===== src/verilog/css_pkg.sv =====
// Package for the machine-state sequencer: states, widths, reset values.
// Assumes a single clock domain and an active-low asynchronous reset.
package css_pkg;
  // ----------------------------------------
  // Widths and reset values
  // ----------------------------------------
  localparam int            CSS_DATA_W     = 8;
  localparam int            CSS_ADDR_W     = 16;
  localparam int            CSS_OPC_W      = 4;
  localparam logic [7:0]    CSS_BUS_ZERO   = 8'h00;
  localparam logic [15:0]   CSS_ADDR_ZERO  = 16'h0000;
  localparam logic [15:0]   CSS_ADDR_ONE   = 16'h0001;
  localparam logic [3:0]    CSS_IDLE_HI    = 4'h0;
  localparam logic [3:0]    CSS_IDLE_LO    = 4'h0;
  localparam logic [3:0]    CSS_SHR_HI     = 4'hF;
  localparam logic [3:0]    CSS_SHR_LO     = 4'h6;
  localparam logic          CSS_IE_RESET   = 1'b1;
  // Accumulator start value; arbitrary mixed bits so a shift shows at once
  localparam logic [7:0]    CSS_ACC_RESET  = 8'hA5;

  // ----------------------------------------
  // Machine states, Gray order fetch-execute-dma
  // ----------------------------------------
  typedef enum logic [1:0] {
    CSS_FETCH_STATE   = 2'b00,
    CSS_EXECUTE_STATE = 2'b01,
    CSS_DMA_STATE     = 2'b11,
    CSS_INIT_STATE    = 2'b10
  } css_state_e;
endpackage


===== src/verilog/css_sequencer.sv =====
// Machine-state sequencer with reset, idle, load mode and DMA cycles.
// Assumes memory answers within each machine cycle and pins are synchronous-safe
// after the two-stage synchronisers below.
// Operation
// RULE1: Reset forces enable flag, no pulses, execute.
// RULE2: First cycle after reset drives bus zero.
// RULE3: Fetch is always followed by execute.
// RULE4: Idle repeats until DMA or interrupt request.
// RULE5: Load mode suppresses first pulse, awaits DMA.
// RULE6: DMA input wins over DMA output.
// RULE7: Shift right: low bit to carry, zero top.
// RULE8: DMA addresses via register zero, then increments.
module css_sequencer
  import css_pkg::*;
#(
  parameter int DW = CSS_DATA_W,
  parameter int AW = CSS_ADDR_W
) (
  // Clock and reset
  input  wire logic          clk,
  input  wire logic          rstn,
  // External requests and mode pins
  input  wire logic          dma_in_req,
  input  wire logic          dma_out_req,
  input  wire logic          int_req,
  input  wire logic          load_mode,
  // Memory data in
  input  wire logic [DW-1:0] mem_rdata,
  input  wire logic [DW-1:0] dev_wdata,
  // Bus outputs
  output logic      [DW-1:0] data_out,
  output logic               data_oe,
  output logic      [AW-1:0] mem_addr,
  output logic               mem_read,
  output logic               mem_write,
  output logic               dma_in_ack,
  output logic               dma_out_ack,
  // Timing and state
  output logic               timing_pulse_first,
  output logic               timing_pulse_second,
  output logic               interrupt_enable_flag,
  output logic               carry_flag,
  output logic      [1:0]    machine_state,
  output logic      [DW-1:0] accumulator
);
  // ----------------------------------------
  // Pin synchronisers
  // ----------------------------------------
  logic [3:0] sync1_reg;
  logic [3:0] sync2_reg;

  // Two stages, no reset: pin levels are settled by the time reset lifts
  always_ff @(posedge clk) begin
    sync1_reg <= {load_mode, int_req, dma_out_req, dma_in_req};
    sync2_reg <= sync1_reg;
  end

  logic din_s;
  logic dout_s;
  logic int_s;
  logic load_s;
  assign din_s  = sync2_reg[0];
  assign dout_s = sync2_reg[1];
  assign int_s  = sync2_reg[2];
  assign load_s = sync2_reg[3];

  // ----------------------------------------
  // State machine
  // ----------------------------------------
  css_state_e   state_reg;
  css_state_e   state_next;
  logic         first_cycle_reg;
  logic         dma_is_in_reg;
  logic [DW-1:0] opcode_reg;
  logic [AW-1:0] reg_zero_reg;
  logic [AW-1:0] pc_reg;
  logic         phase_reg;

  logic is_idle;
  logic is_shr;
  logic dma_any;
  assign is_idle = (opcode_reg == {CSS_IDLE_HI, CSS_IDLE_LO});
  assign is_shr  = (opcode_reg == {CSS_SHR_HI, CSS_SHR_LO});
  assign dma_any = din_s | dout_s;

  // Two clocks per machine cycle: phase 0 then phase 1 ends the cycle
  always_ff @(posedge clk or negedge rstn) begin
    if (!rstn) begin
      phase_reg <= 1'b0;
    end else begin
      phase_reg <= ~phase_reg;
    end
  end

  // Next-state choice made at the end of each machine cycle
  always_comb begin
    state_next = state_reg;
    if (phase_reg) begin
      unique case (state_reg)
        CSS_INIT_STATE: begin
          state_next = dma_any ? CSS_DMA_STATE : CSS_FETCH_STATE;
        end
        CSS_FETCH_STATE: begin
          state_next = CSS_EXECUTE_STATE;                     // RULE3
        end
        CSS_EXECUTE_STATE: begin
          if (dma_any) begin
            state_next = CSS_DMA_STATE;
          end else if (first_cycle_reg) begin
            // Init cycle over: run mode fetches, load mode stays idle
            state_next = load_s ? CSS_EXECUTE_STATE : CSS_FETCH_STATE; // RULE5
          end else if (is_idle && (load_s || !int_s)) begin
            state_next = CSS_EXECUTE_STATE;                   // RULE4 RULE5
          end else begin
            state_next = CSS_FETCH_STATE;
          end
        end
        CSS_DMA_STATE: begin
          if (dma_any) begin
            state_next = CSS_DMA_STATE;
          end else if (load_s) begin
            state_next = CSS_EXECUTE_STATE;                   // RULE5
          end else begin
            state_next = CSS_FETCH_STATE;
          end
        end
      endcase
    end
  end

  // State register; reset holds execute
  always_ff @(posedge clk or negedge rstn) begin
    if (!rstn) begin
      state_reg <= CSS_EXECUTE_STATE;                         // RULE1
    end else begin
      state_reg <= state_next;
    end
  end

  // Reset leaves one init cycle before the first fetch
  always_ff @(posedge clk or negedge rstn) begin
    if (!rstn) begin
      first_cycle_reg <= 1'b1;
    end else if (phase_reg) begin
      first_cycle_reg <= 1'b0;
    end
  end

  // Latch DMA direction at cycle start; input before output
  always_ff @(posedge clk or negedge rstn) begin
    if (!rstn) begin
      dma_is_in_reg <= 1'b0;
    end else if (phase_reg && state_next == CSS_DMA_STATE) begin
      dma_is_in_reg <= din_s;                                 // RULE6
    end
  end

  // ----------------------------------------
  // Registers: opcode, program counter, DMA pointer
  // ----------------------------------------
  always_ff @(posedge clk or negedge rstn) begin
    if (!rstn) begin
      opcode_reg <= CSS_BUS_ZERO;
      pc_reg     <= CSS_ADDR_ZERO;
    end else if (phase_reg && state_reg == CSS_FETCH_STATE) begin
      opcode_reg <= mem_rdata;
      pc_reg     <= pc_reg + CSS_ADDR_ONE;
    end
  end

  // Pointer advances after each completed DMA transfer
  always_ff @(posedge clk or negedge rstn) begin
    if (!rstn) begin
      reg_zero_reg <= CSS_ADDR_ZERO;
    end else if (phase_reg && state_reg == CSS_DMA_STATE) begin
      reg_zero_reg <= reg_zero_reg + CSS_ADDR_ONE;           // RULE8
    end
  end

  // ----------------------------------------
  // Accumulator and flags
  // ----------------------------------------
  logic [DW-1:0] shr_val;
  logic          shr_carry;

  css_shifter #(
    .WIDTH (DW)
  ) u_shifter (
    .acc_in    (accumulator),
    .acc_out   (shr_val),
    .carry_out (shr_carry)
  );

  // Shift lands at the end of its execute cycle
  always_ff @(posedge clk or negedge rstn) begin
    if (!rstn) begin
      accumulator <= CSS_ACC_RESET;
      carry_flag  <= 1'b0;
    end else if (phase_reg && state_reg == CSS_EXECUTE_STATE && is_shr
                 && !first_cycle_reg) begin
      accumulator <= shr_val;                                 // RULE7
      carry_flag  <= shr_carry;                               // RULE7
    end
  end

  // Enable flag set by reset; DMA does not touch it here
  always_ff @(posedge clk or negedge rstn) begin
    if (!rstn) begin
      interrupt_enable_flag <= CSS_IE_RESET;                  // RULE1
    end else begin
      interrupt_enable_flag <= interrupt_enable_flag;
    end
  end

  // ----------------------------------------
  // Timing pulses, registered
  // ----------------------------------------
  always_ff @(posedge clk or negedge rstn) begin
    if (!rstn) begin
      timing_pulse_first  <= 1'b0;                            // RULE1
      timing_pulse_second <= 1'b0;                            // RULE1
    end else begin
      // First pulse dropped in load mode so memory sees no new cycle
      timing_pulse_first  <= !phase_reg && !(load_s && state_next != CSS_FETCH_STATE); // RULE5
      timing_pulse_second <= phase_reg;
    end
  end

  // ----------------------------------------
  // Bus drive, registered at phase start
  // ----------------------------------------
  always_ff @(posedge clk or negedge rstn) begin
    if (!rstn) begin
      data_out  <= CSS_BUS_ZERO;
      data_oe   <= 1'b0;
      mem_addr  <= CSS_ADDR_ZERO;
      mem_read  <= 1'b0;
      mem_write <= 1'b0;
    end else if (first_cycle_reg) begin
      data_out  <= CSS_BUS_ZERO;                              // RULE2
      data_oe   <= 1'b1;                                      // RULE2
      mem_addr  <= CSS_ADDR_ZERO;
      mem_read  <= 1'b0;
      mem_write <= 1'b0;
    end else begin
      data_oe   <= 1'b0;
      mem_read  <= 1'b0;
      mem_write <= 1'b0;
      mem_addr  <= pc_reg;
      data_out  <= CSS_BUS_ZERO;
      if (state_reg == CSS_DMA_STATE) begin
        mem_addr  <= reg_zero_reg;                            // RULE8
        mem_write <= dma_is_in_reg;
        mem_read  <= !dma_is_in_reg;
        data_out  <= dev_wdata;
        data_oe   <= dma_is_in_reg;
      end else if (state_reg == CSS_FETCH_STATE) begin
        mem_read  <= 1'b1;
      end
    end
  end

  // Acks mark the DMA cycle direction
  assign dma_in_ack    = (state_reg == CSS_DMA_STATE) && dma_is_in_reg;
  assign dma_out_ack   = (state_reg == CSS_DMA_STATE) && !dma_is_in_reg;
  assign machine_state = state_reg;
endmodule


===== src/verilog/css_shifter.sv =====
// Shift-right unit for the accumulator.
// Assumes the caller loads the result only in the shift execute cycle.
module css_shifter
  import css_pkg::*;
#(
  parameter int WIDTH = CSS_DATA_W
) (
  // Operand
  input  wire logic [WIDTH-1:0] acc_in,
  // Result
  output logic      [WIDTH-1:0] acc_out,
  output logic                  carry_out
);
  // Zero enters at the top, low bit leaves as carry
  assign acc_out   = {1'b0, acc_in[WIDTH-1:1]};  // RULE7
  assign carry_out = acc_in[0];                  // RULE7
endmodule

===== config.mk =====
export PLATFORM = sky130hd
export DESIGN_NAME = css_sequencer
export DESIGN_NICKNAME = d
export VERILOG_FILES = /design/src/verilog/css_pkg.sv /design/src/verilog/css_sequencer.sv /design/src/verilog/css_shifter.sv
export SDC_FILE = /design/constraint.sdc
export NUM_CORES = 1
export LEC_CHECK = 0
export BUFFER_PORTS_ARGS = -buffer_cell sky130_fd_sc_hd__buf_2
export CAP_MARGIN = 20
export CORE_ASPECT_RATIO = 2
export CORE_UTILIZATION = 40
export CTS_CLUSTER_SIZE = 40
export DETAILED_ROUTE_END_ITERATION = 16
export GPL_TIMING_DRIVEN = 0
export RECOVER_POWER = 50
export SYNTH_ARGS = -nofsm -noshare
export SYNTH_HDL_FRONTEND = slang
export SYNTH_SLANG_ARGS = --single-unit

===== constraint.sdc =====
create_clock -name clk -period 2.6 [get_ports clk]
set_input_delay 0 -clock clk [delete_from_list [all_inputs] [get_ports clk]]
set_output_delay 0 -clock clk [all_outputs]
set_load 0.1 [all_outputs]

; Yosys cells after proc, flatten, opt, wreduce, memory -nomap -nowiden
; Index checks and enable logic that the tools add are counted.
[classes]
n_reduce_logical = 20
n_mux = 18
n_bitwise = 2
n_addsub = 2
n_mul = 0
n_eq_ne = 5
div = 0
n_lt_le_gt_ge = 0
n_shift = 0
[ops]
columns = operator, n
row1 = $add 16x1->16 const B, 2
row2 = $mux 16, 2
row3 = $mux 8, 2
row4 = $logic_and 1x1->1, 11
row5 = $mux 1, 9
row6 = $eq 8x8->1 const B, 1
row7 = $logic_not 8->1, 1
row8 = $mux 2, 4
row9 = $pmux 2 s4, 1
row10 = $eq 2x2->1 const B, 3
row11 = $logic_not 1->1, 5
row12 = $eq 2x1->1 const B, 1
row13 = $logic_not 2->1, 1
row14 = $reduce_bool 2->1, 1
row15 = $logic_or 1x1->1, 1
row16 = $not 1->1, 1
row17 = $or 1x1->1, 1
[totals]
output_inout_bits = 43
input_bits = 22
memories = 0
wordCells = 65
romBits = 0
ramBits = 0
register_bits = 91
latchBits = 0

; Longest topological paths before layout
; Gate-level depths: netlist of the first run.
[logic_depth]
ltp_word = 12
depth_mapped = 6
depth_no_buf = 5

; By module
; From an unflattened synthesis of the first run, not the netlist that was laid out.
[hier_totals]
cells_unflattened = 306
hier_area_um2 = 3619.7
[modules_own_cells]
columns = module, cells_per_inst, seq_area_each_um2, n_inst, area_per_inst_um2
row1 = css_sequencer, 296, 2244.7, 1, 3548.4
row2 = css_shifter, 10, 0.0, 1, 71.3

; Worst setup path after synthesis of the first run
; OpenSTA, ideal clock, no wires.
[synth_path]
kind = register -> register
startpoint = reg state_reg[1], in the netlist machine_state[1]
endpoint = reg mem_read
required_ns = 2.523
t_arrival_ns = 2.818
synth_period_minus_slack_ns = 2.894
setup_slack_ns = -0.294
path_buffers = 1
setup_ns = 0.077
stages_incl_launch_ff = 6
path_cell_list = dfrtp_1 > buf_6 > nand2_1 > nor2_1 > nor2_1 > nor2_1
[synth_between]
elab_chain_cells = 4
elab_cells_between_ends = 5
cone_classes = 1 x eq/ne / 3 x mux / 1 x reduce/logical
[synth_rtl]
columns = item, line_no
row1 = "start, declared", css_sequencer.sv:70  ; css_state_e state_reg;
row2 = "start signal, assigned", css_sequencer.sv:136  ; state_reg <= state_next;
row3 = $logic_not 2->1, css_sequencer.sv:257  ; end else if (state_reg == CSS_FETCH_STATE) begin
row4 = $mux 1, css_sequencer.sv:257
row5 = $mux 1 *, css_sequencer.sv:251  ; if (state_reg == CSS_DMA_STATE) begin
row6 = $mux 1 *, css_sequencer.sv:239  ; end else if (first_cycle_reg) begin
row7 = "end signal, assigned", css_sequencer.sv:254  ; mem_read <= !dma_is_in_reg;
row8 = "end, declared", css_sequencer.sv:34  ; output logic mem_read,
; Every way passes the cells marked *; elsewhere a longest branch is shown, timed or not.
; A chain may end at the register's enable or synchronous reset.

; Worst setup path after layout of the first run
[layout_path]
startpoint = reg state_reg[0], in the netlist machine_state[0]
endpoint = out dma_out_ack
[layout_between]
elab_chain_cells = 2
[layout_rtl]
columns = item, line_no
row1 = $eq 2x2->1, css_sequencer.sv:265  ; assign dma_out_ack = (state_reg == CSS_DMA_STATE) && !dma_is_in_reg;
row2 = $logic_and 1x1->1, css_sequencer.sv:265
row3 = "end, declared", css_sequencer.sv:37  ; output logic dma_out_ack,
; No other way between the ends.

==> flow_metrics.tcl, run 1 <==
set metrics [dict create \
    status "finished clean" \
    hold_slack_ps 161 \
    ys_seq_area_share_pct 62.4 \
    cp.arrival_ps 1910 \
    die_area_um2 9410 \
    gp_congestion 0.720 \
    dieWidth_um 69.1 \
    leakagePower_uw 0.00215 \
    track_usage_pct 17.0 \
    finalHoldViolCount 0 \
    drive_above_1_share_pct 26.7 \
    htreeDepth 3 \
    syn_nets 324 \
    seq_area_um2 2240 \
    grt-ovfl-total 0 \
    num-fill-cells 774 \
    max_stage_delay_ps 580 \
    clockRootBuffer "clkbuf_16" \
    antenna_found_initial 0 \
    grt_pass1_vias 2480 \
    tightest_slew_ps 1190 \
    fmax_mhz 524 \
    drtIter0Drc 178 \
    drtPass1Iterations 4 \
    place_area_um2 4070 \
    start_util_pct 41.3 \
    postRouteAntennaNets 0 \
    grt_max_degree 48 \
    syn_inst 300 \
    dr_total_vias 2417 \
    syn_to_final_growth_pct 26.0 \
    rsz0062_at_grt "no" \
    layout_common_cells "dfrtp_1, buf_2, nand2_1" \
    synth_edf_count 0 \
    clk_pin_slew_ps 60 \
    drt-wirelength-per-cell_um 14.5 \
    die_h_um 136 \
    post-route-period-util_pct 73.5 \
    cts_buffers 9 \
    final_nets 420 \
    ys_warn_count 0 \
    cp-end-kind "output port" \
    synthTopCellsByArea "dfrtp_1, mux2_2, nand2_1" \
    multi_input_area_um2 1270 \
    clock_path_buffers 2 \
    setup_violations 0 \
    post-place-cells 464 \
    finalPower_uw 3860 \
    cp_cell_sequence "buf_6, nand2_1, nor2_2, buf_2" \
    synth_seq_cells 91 \
    ys.flop_type "dfrtp_1" \
    synthArstFlopShare_pct 91.2 \
    drv_slew 0 \
    netlist.area_leader.share_pct 53.5 \
    dp_hpwl_um 5210 \
    path_max_fanout 10 \
    insertion_delay_ps 340 \
    drc_errors 0 \
    cp-start-kind "flip-flop" \
    layout_commonest_cell "dfrtp_1" \
    reg2reg_from "phase_reg$_DFF_PN0_" \
    core_um2 8710 \
    viasPerCell 4.82 \
    finalNonFillerCells 501 \
    cts_resized 0 \
    slew_headroom_pct 20.9 \
    ys_types 39 \
    io_buffers 63 \
    period_needed_ps 1910 \
    fin_area_um2 4540 \
    syn-cell-area_um2 3600 \
    ir_drop_uv 451 \
    clock_sinks 91 \
    drv_cap 0 \
    antennaDiodeCount 0 \
    cts_tree "yes" \
    critical-path-slowest-cell "dfstp_2" \
    powerDensity_nw_per_um2 850 \
    routed_wl_um 7270 \
    hp-class "input port to async pin" \
    cts_setup_buffers 0 \
    clock_skew_ps 5.31 \
    synth_top_area_cell "dfrtp_1" \
    ios 65 \
    crit_type "flip-flop to output port" \
    crit_start "machine_state[0]$_DFF_PN1_" \
    synth_area_per_cell_um2 12.0 \
    grt_pass1_wl_um 12100 \
    setup_tns_ps 0 \
    rows 48 \
    cp.required_ps 2600 \
]
-- critical path: cells and delay by family (launching register included) --
kind / cells / cell delay (ps)
simple gates: 2 / 380
flops: 1 / 580
buf+inv: 2 / 610
-- routing by layer --
metal	GRT usage, %	wire [um]	part of all wire, %	vias to the layer above
met1	17.9	2820	39	1154
met3	4.08	285	3.9	14
met2	30.7	3950	54	58
met5	0	0	0	-
met4	8.96	210	2.9	0
li1	-	-	-	1191
-- cells in the mapped netlist (all sizes together) (9+ instances only) --
cell type / count
nand3: 11
dfrtp: 77
nor2: 14
nor3: 9
mux2: 18
nand2: 46
xnor2: 18
a21oi: 19
buf: 9
xor2: 12
and2: 11
-- where the power goes --
| group | internal (uW) | switching, uW |
|---|---|---|
| Sequential | 1580 | 142 |
| Combinational | 216 | 649 |
| Clock | 758 | 510 |
-- cell type report --
type | instances | share of cell area (%)
buffer | 12 | 1.57
clock buffer | 15 | 6.37
clock inverter | 1 | 0.110
inverter | 3 | 0.248
multi-input combinational | 194 | 28.1
sequential | 91 | 49.5
tap | 100 | 2.76
timing repair buffer | 85 | 11.4
-- through the flow --
step                setup slack, ps  utilization [%]
global placement                778             46.4
floorplan                       184                -
CTS                             664             52.6
detailed placement              771             46.8
global route                    579             52.1
finish                          690             52.1
-- final timing paths --
check,depth (start not counted),to,slack (ps)
max in group asynchronous,3,phase_reg$_DFF_PN0_,930
worst min-delay path,2,pc_reg[12]$_DFFE_PN0P_,160
min in group clk,2,sync1_reg[3]$_DFF_P_,290
worst min register to register,0,sync2_reg[2]$_DFF_P_,330
worst max register to register,5,reg_zero_reg[15]$_DFFE_PN0P_,780
worst max-delay path,4,dma_out_ack,690
-- kinds of logic (layout without fill, tap and decap cells) --
family                   after synthesis  after routing  share of synthesized area [%]
other                                  1              1                          0.104
AND/OR/NAND/NOR                      118            118                           17.8
adder cells (fa/ha/maj)                2              2                          0.695
buffers and inverters                 15            116                           2.33
multiplexers                          18             18                           5.63
AO/OA/AOI/OAI                         25             25                           3.75
flip-flops                            91             91                           62.4
XOR/XNOR                              30             30                           7.30
-- repair_timing --
| action | in CTS | in global routing |
|---|---|---|
| setup endpoints to repair | 0 | 0 |
| hold buffers | 21 | 0 |
| hold endpoints to repair | 56 | 0 |
No activity file was read; power rests on OpenSTA's default activity.
==> run 2: changes to the inputs <==
==> constraint.sdc (replaced) <==
create_clock -name clk -period 1.9 [get_ports clk]
set_input_delay 0 -clock clk [delete_from_list [all_inputs] [get_ports clk]]
set_output_delay 0 -clock clk [all_outputs]
set_load 0.1 [all_outputs]
==> run 2 against run 1 <==
Net effect: sequential share of layout area decreased by 0.96 points; wire length decreased by 0.26%; design area increased by 2.2%; combinational power increased by 36%; largest cell class unchanged; highest routed layer unchanged.
==> flow_metrics.tcl, run 2 (same netlist as run 1, synthesis figures left out) <==
set metrics [dict create \
    dr_total_vias 2490 \
    p_seq_share_pct 41.9 \
    dieWidth_um 69.1 \
    powerDensity_nw_per_um2 1220 \
    cp_cell_sequence "buf_6, nand2_2, nor2_4, clkbuf_4" \
    p_clk_share_pct 37.3 \
    fmax_mhz 565 \
    die_area_um2 9410 \
    clk_pin_slew_ps 60 \
    power_frac_comb_pct 20.8 \
    start_util_pct 41.3 \
    post-route-period-util_pct 93.2 \
    final_nets 421 \
    reg2regPathDepth 5 \
    antenna_found_initial 0 \
    cp-start-kind "flip-flop" \
    track_usage_pct 16.7 \
    core_um2 8710 \
    rsz0062_at_grt "no" \
    crit_type "flip-flop to output port" \
    drc_errors 0 \
    clock_path_buffers 2 \
    layout_common_cells "dfrtp_1, buf_2, nand2_1" \
    htreeDepth 3 \
    p_int_uw 3880 \
    regToRegSetupSlack_ps 170 \
    setup_violations 0 \
    ir_drop_uv 880 \
    timing.rr.end "reg_zero_reg[15]$_DFFE_PN0P_" \
    syn_to_final_growth_pct 28.8 \
    setup_slack_ps 129 \
    cts_tree "yes" \
    grt-ovfl-total 0 \
    reg2reg_from "machine_state[0]$_DFF_PN1_" \
    place_ws_ps 61.2 \
    max_stage_delay_ps 650 \
    post-place-cells 464 \
    crit_path_end "dma_out_ack" \
    place_area_um2 4090 \
    cts_buffers 9 \
    slew_headroom_pct 20.7 \
    critical-path-slowest-cell "dfstp_4" \
    hold_slack_ps 239 \
    io_buffers 63 \
    insertion_delay_ps 330 \
    crit_start "machine_state[0]$_DFF_PN1_" \
    dp_hpwl_um 5110 \
    layout_commonest_cell "dfrtp_1" \
    grt_pass1_vias 2470 \
    period_needed_ps 1770 \
    finalNonFillerCells 502 \
    finalHoldViolCount 0 \
    status "finished clean" \
    p_sw_uw 1770 \
    path_max_fanout 10 \
    antennaDiodeCount 0 \
    routed_wl_um 7250 \
    grt_max_degree 56 \
    clock_skew_ps 5.19 \
    hp-class "input port to async pin" \
    die_h_um 136 \
    sw_frac_of_total_pct 31.4 \
    gp_congestion 0.775 \
    clockRootBuffer "clkbuf_16" \
    rows 48 \
    drv_slew 0 \
    ios 65 \
    cp-end-kind "output port" \
    leakagePower_uw 0.00218 \
    cp.required_ps 1900 \
    grt_pass1_wl_um 12000 \
    drt-wirelength-per-cell_um 14.4 \
    tightest_slew_ps 1190 \
    cp.arrival_ps 1770 \
    postRouteAntennaNets 0 \
    fin_area_um2 4640 \
    clock_sinks 91 \
    drive_above_1_share_pct 27.9 \
    setup_tns_ps 0 \
    drtPass1Iterations 4 \
    viasPerCell 4.96 \
    drv_cap 0 \
    drtIter0Drc 107 \
]
run 2: metrics by stage:
| stage | utilization [%] | power [uW] |
|---|---|---|
| 2_1_floorplan | - | 3300 |
| 3_3_place_gp | 46.6 | 3530 |
| 3_5_place_dp | 46.9 | 3570 |
| 4_1_cts | 53.4 | 5720 |
| 5_1_grt | 53.2 | 5890 |
| 6_report | 53.2 | 5650 |
run 2: layer usage:
metal	up-vias	track usage, %	part of all wire (%)
li1	1195	-	-
met1	1210	18.1	38
met2	68	29.2	54
met3	17	3.48	3.8
met4	0	10.5	4.2
met5	-	0	0
run 2: area by class of cell:
| type | instances | area, um^2 |
|---|---|---|
| Sequential cell | 91 | 2250 |
| Timing Repair Buffer | 86 | 537 |
| Multi-Input combinational cell | 194 | 1280 |
| Tap cell | 100 | 125 |
| Clock buffer | 11 | 233 |
| Inverter | 3 | 11.3 |
| Clock inverter | 5 | 125 |
| Buffer | 12 | 72.6 |
| Fill cell | 766 | 4070 |
run 2: power groups by stage:
stage	clock network (uW)	registers, uW	logic [uW]
floorplan	0	2910	390
global placement	0	2390	1150
detailed placement	0	2400	1170
CTS	2150	2360	1210
global route	2240	2390	1260
finish	2110	2360	1180
run 2: worst min-delay path by stage:
stage               startpoint                           end  slack, ps  cells past startpoint
finish                    rstn        pc_reg[12]$_DFFE_PN0P_        240                      2
global route        dma_in_req          sync1_reg[0]$_DFF_P_        290                      2
CTS                       rstn  reg_zero_reg[11]$_DFFE_PN0P_        140                      2
detailed placement        rstn        pc_reg[12]$_DFFE_PN0P_        -50                      1
global placement    dma_in_req          sync1_reg[0]$_DFF_P_        100                      1
floorplan                 rstn    accumulator[1]$_DFFE_PN0P_       -300                      0
run 2: worst max-delay path: cells and delay by family, from the launching register on:
family                 cells  cell delay [ps]
DFF                        1              650
buffers and inverters      2              480
and+or+nand+nor            2              310
run 2: timing repair:
action	CTS	global route
setup endpoints to repair	0	4
resized for setup	0	1
hold endpoints to repair	101	0
buffers inserted	0	1
hold buffers	21	0
==> run 3: changes to the inputs <==
==> constraint.sdc (replaced) <==
create_clock -name clk -period 2.2 [get_ports clk]
set_input_delay 0 -clock clk [delete_from_list [all_inputs] [get_ports clk]]
set_output_delay 0 -clock clk [all_outputs]
set_load 0.1 [all_outputs]
==> run 3 against run 2 <==
Net effect: first-iteration DRC count is 3.7% higher; flip-flop and latch count stayed put; global-route usage rose by 0.18 points; critical endpoint unchanged.
==> flow_metrics.tcl, run 3 (same netlist as run 1, synthesis figures left out) <==
set metrics [dict create \
    grt_max_degree 59 \
    finalNonFillerCells 501 \
    setup_tns_ps 0 \
    min_to "sync1_reg[2]$_DFF_P_" \
    critical-path-slowest-cell "dfstp_2" \
    drive_above_1_share_pct 26.7 \
    cts_setup_buffers 0 \
    regToRegSetupSlack_ps 390 \
    viasPerCell 4.88 \
    powerDensity_nw_per_um2 1010 \
    min_from "int_req" \
    tightest_slew_ps 1490 \
    dp_hpwl_um 5110 \
    sw_frac_of_total_pct 33.4 \
    slew_headroom_pct 0.367 \
    cp.arrival_ps 1900 \
    timing.rr.end "reg_zero_reg[15]$_DFFE_PN0P_" \
    layout_common_cells "dfrtp_1, buf_2, nand2_1" \
    reg2regPathDepth 5 \
    track_usage_pct 16.9 \
    io_buffers 63 \
    cts_resized 0 \
    ios 65 \
    postRouteAntennaNets 0 \
    cp_num_buf_inv 2 \
    drtPass1Iterations 4 \
    die_h_um 136 \
    hp-class "input port to flip-flop" \
    drc_errors 0 \
    start_util_pct 41.3 \
    p_sw_uw 1540 \
    num-fill-cells 810 \
    finalPower_uw 4610 \
    max_stage_delay_ps 570 \
    post-route-period-util_pct 86.2 \
    cts_buffers 9 \
    path_max_fanout 10 \
    layout_commonest_cell "dfrtp_1" \
    syn_to_final_growth_pct 26.8 \
    rows 48 \
    rsz0062_at_grt "no" \
    cp.required_ps 2200 \
    crit_type "flip-flop to output port" \
    power_frac_comb_pct 22.1 \
    routed_wl_um 7280 \
    wl_met1_um 2840 \
    core_um2 8710 \
    fmax_mhz 528 \
    final_nets 420 \
    wl_met2_um 3960 \
    antennaDiodeCount 0 \
    clk_pin_slew_ps 60 \
    dieWidth_um 69.1 \
    p_clk_share_pct 33.5 \
    reg2reg_from "phase_reg$_DFF_PN0_" \
    setup_violations 0 \
    status "finished clean" \
    clockRootBuffer "clkbuf_16" \
    cpLargestDelayFamily "buffers and inverters" \
    clock_path_buffers 2 \
    antenna_found_initial 0 \
    cp-end-kind "output port" \
    ir_drop_uv 549 \
    place_area_um2 4080 \
    finalHoldViolCount 0 \
    grt_pass1_wl_um 12100 \
    cts_tree "yes" \
    dr_total_vias 2444 \
    drt-wirelength-per-cell_um 14.5 \
    min_path_cells 2 \
    drv_cap 0 \
    drtIter0Drc 111 \
    leakagePower_uw 0.00216 \
    fin_area_um2 4570 \
    htreeDepth 3 \
    clock_skew_ps 6.85 \
    die_area_um2 9410 \
    grt-ovfl-total 0 \
    top_layer_used "met4" \
    clock_sinks 91 \
    period_needed_ps 1900 \
    cp_cell_sequence "buf_6, nand2_1, nor2_4, buf_2" \
    p_seq_share_pct 44.4 \
    post-place-cells 464 \
    insertion_delay_ps 330 \
    p_int_uw 3070 \
    cp-start-kind "flip-flop" \
    met3_length_um 252 \
    grt_pass1_vias 2497 \
    drv_slew 0 \
    gp_congestion 0.732 \
]
[run 3: cell count changes in the layout (fill, tap and decap cells not counted), moves of 2 or more]
| cell | change |
|---|---|
| clkbuf_4 | -2 |
| clkbuf_1 | +2 |
| clkbuf_8 | +2 |
| bufinv_16 | -3 |
[run 3: metal layers]
metal  up-vias  global-route usage [%]
li1       1194                       -
met4         0                    9.64
met1      1172                    18.0
met5         -                       0
met2        65                    29.8
met3        13                    4.30
[run 3: per-stage QoR]
| step | setup slack, ps | hold slack, ps | util (%) |
|---|---|---|---|
| floorplan | 89.1 | -296 | - |
| global placement | 388 | 102 | 46.5 |
| detailed placement | 364 | -62.1 | 46.8 |
| CTS | 266 | 125 | 52.7 |
| global route | 214 | 289 | 52.4 |
| finish | 304 | 302 | 52.4 |
[run 3: worst reg2reg max path, stage by stage (launching register included)]
cell	delay, ps
dfrtp_1	390
clkbuf_1	390
nand3_2	230
nor3_2	360
nand4_1	170
xnor2_1	150
[run 3: what timing repair did]
| item | CTS | global route |
|---|---|---|
| endpoints found under the hold margin | 101 | 0 |
| setup endpoints to repair | 0 | 0 |
| hold buffers | 21 | 0 |
[run 3: power by group through the flow]
stage                     clock (uW)  sequential (uW)  combinational (uW)
after global routing            1650             2070                1090
after detailed placement           0             2070                1010
after CTS                       1590             2040                1040
after global placement             0             2060                 993
final                           1540             2040                1020
after floorplan                    0             2510                 336
[run 3: how the worst max path moves through the flow]
stage	from	to	slack, ps	depth (start not counted)
after CTS	machine_state[0]$_DFF_PN1_	dma_out_ack	270	4
after global placement	machine_state[0]$_DFF_PN1_	accumulator[6]$_DFFE_PN0P_	390	4
after floorplan	machine_state[1]$_DFF_PN0_	mem_read$_DFF_PN0_	90	5
after detailed placement	machine_state[0]$_DFF_PN1_	accumulator[1]$_DFFE_PN0P_	360	4
final	machine_state[0]$_DFF_PN1_	dma_out_ack	300	4
after global routing	machine_state[0]$_DFF_PN1_	dma_out_ack	210	4
[run 3: layout make-up]
type                       count  area [um^2]  share of cell area [%]
buffer                        12         71.3                    1.56
clock buffer                  14          264                    5.78
clock inverter                 2         35.0                   0.767
inverter                       3         11.3                   0.247
multi-input combinational    194         1280                    28.0
sequential                    91         2240                    49.2
tap                          100          125                    2.74
timing repair buffer          85          534                    11.7
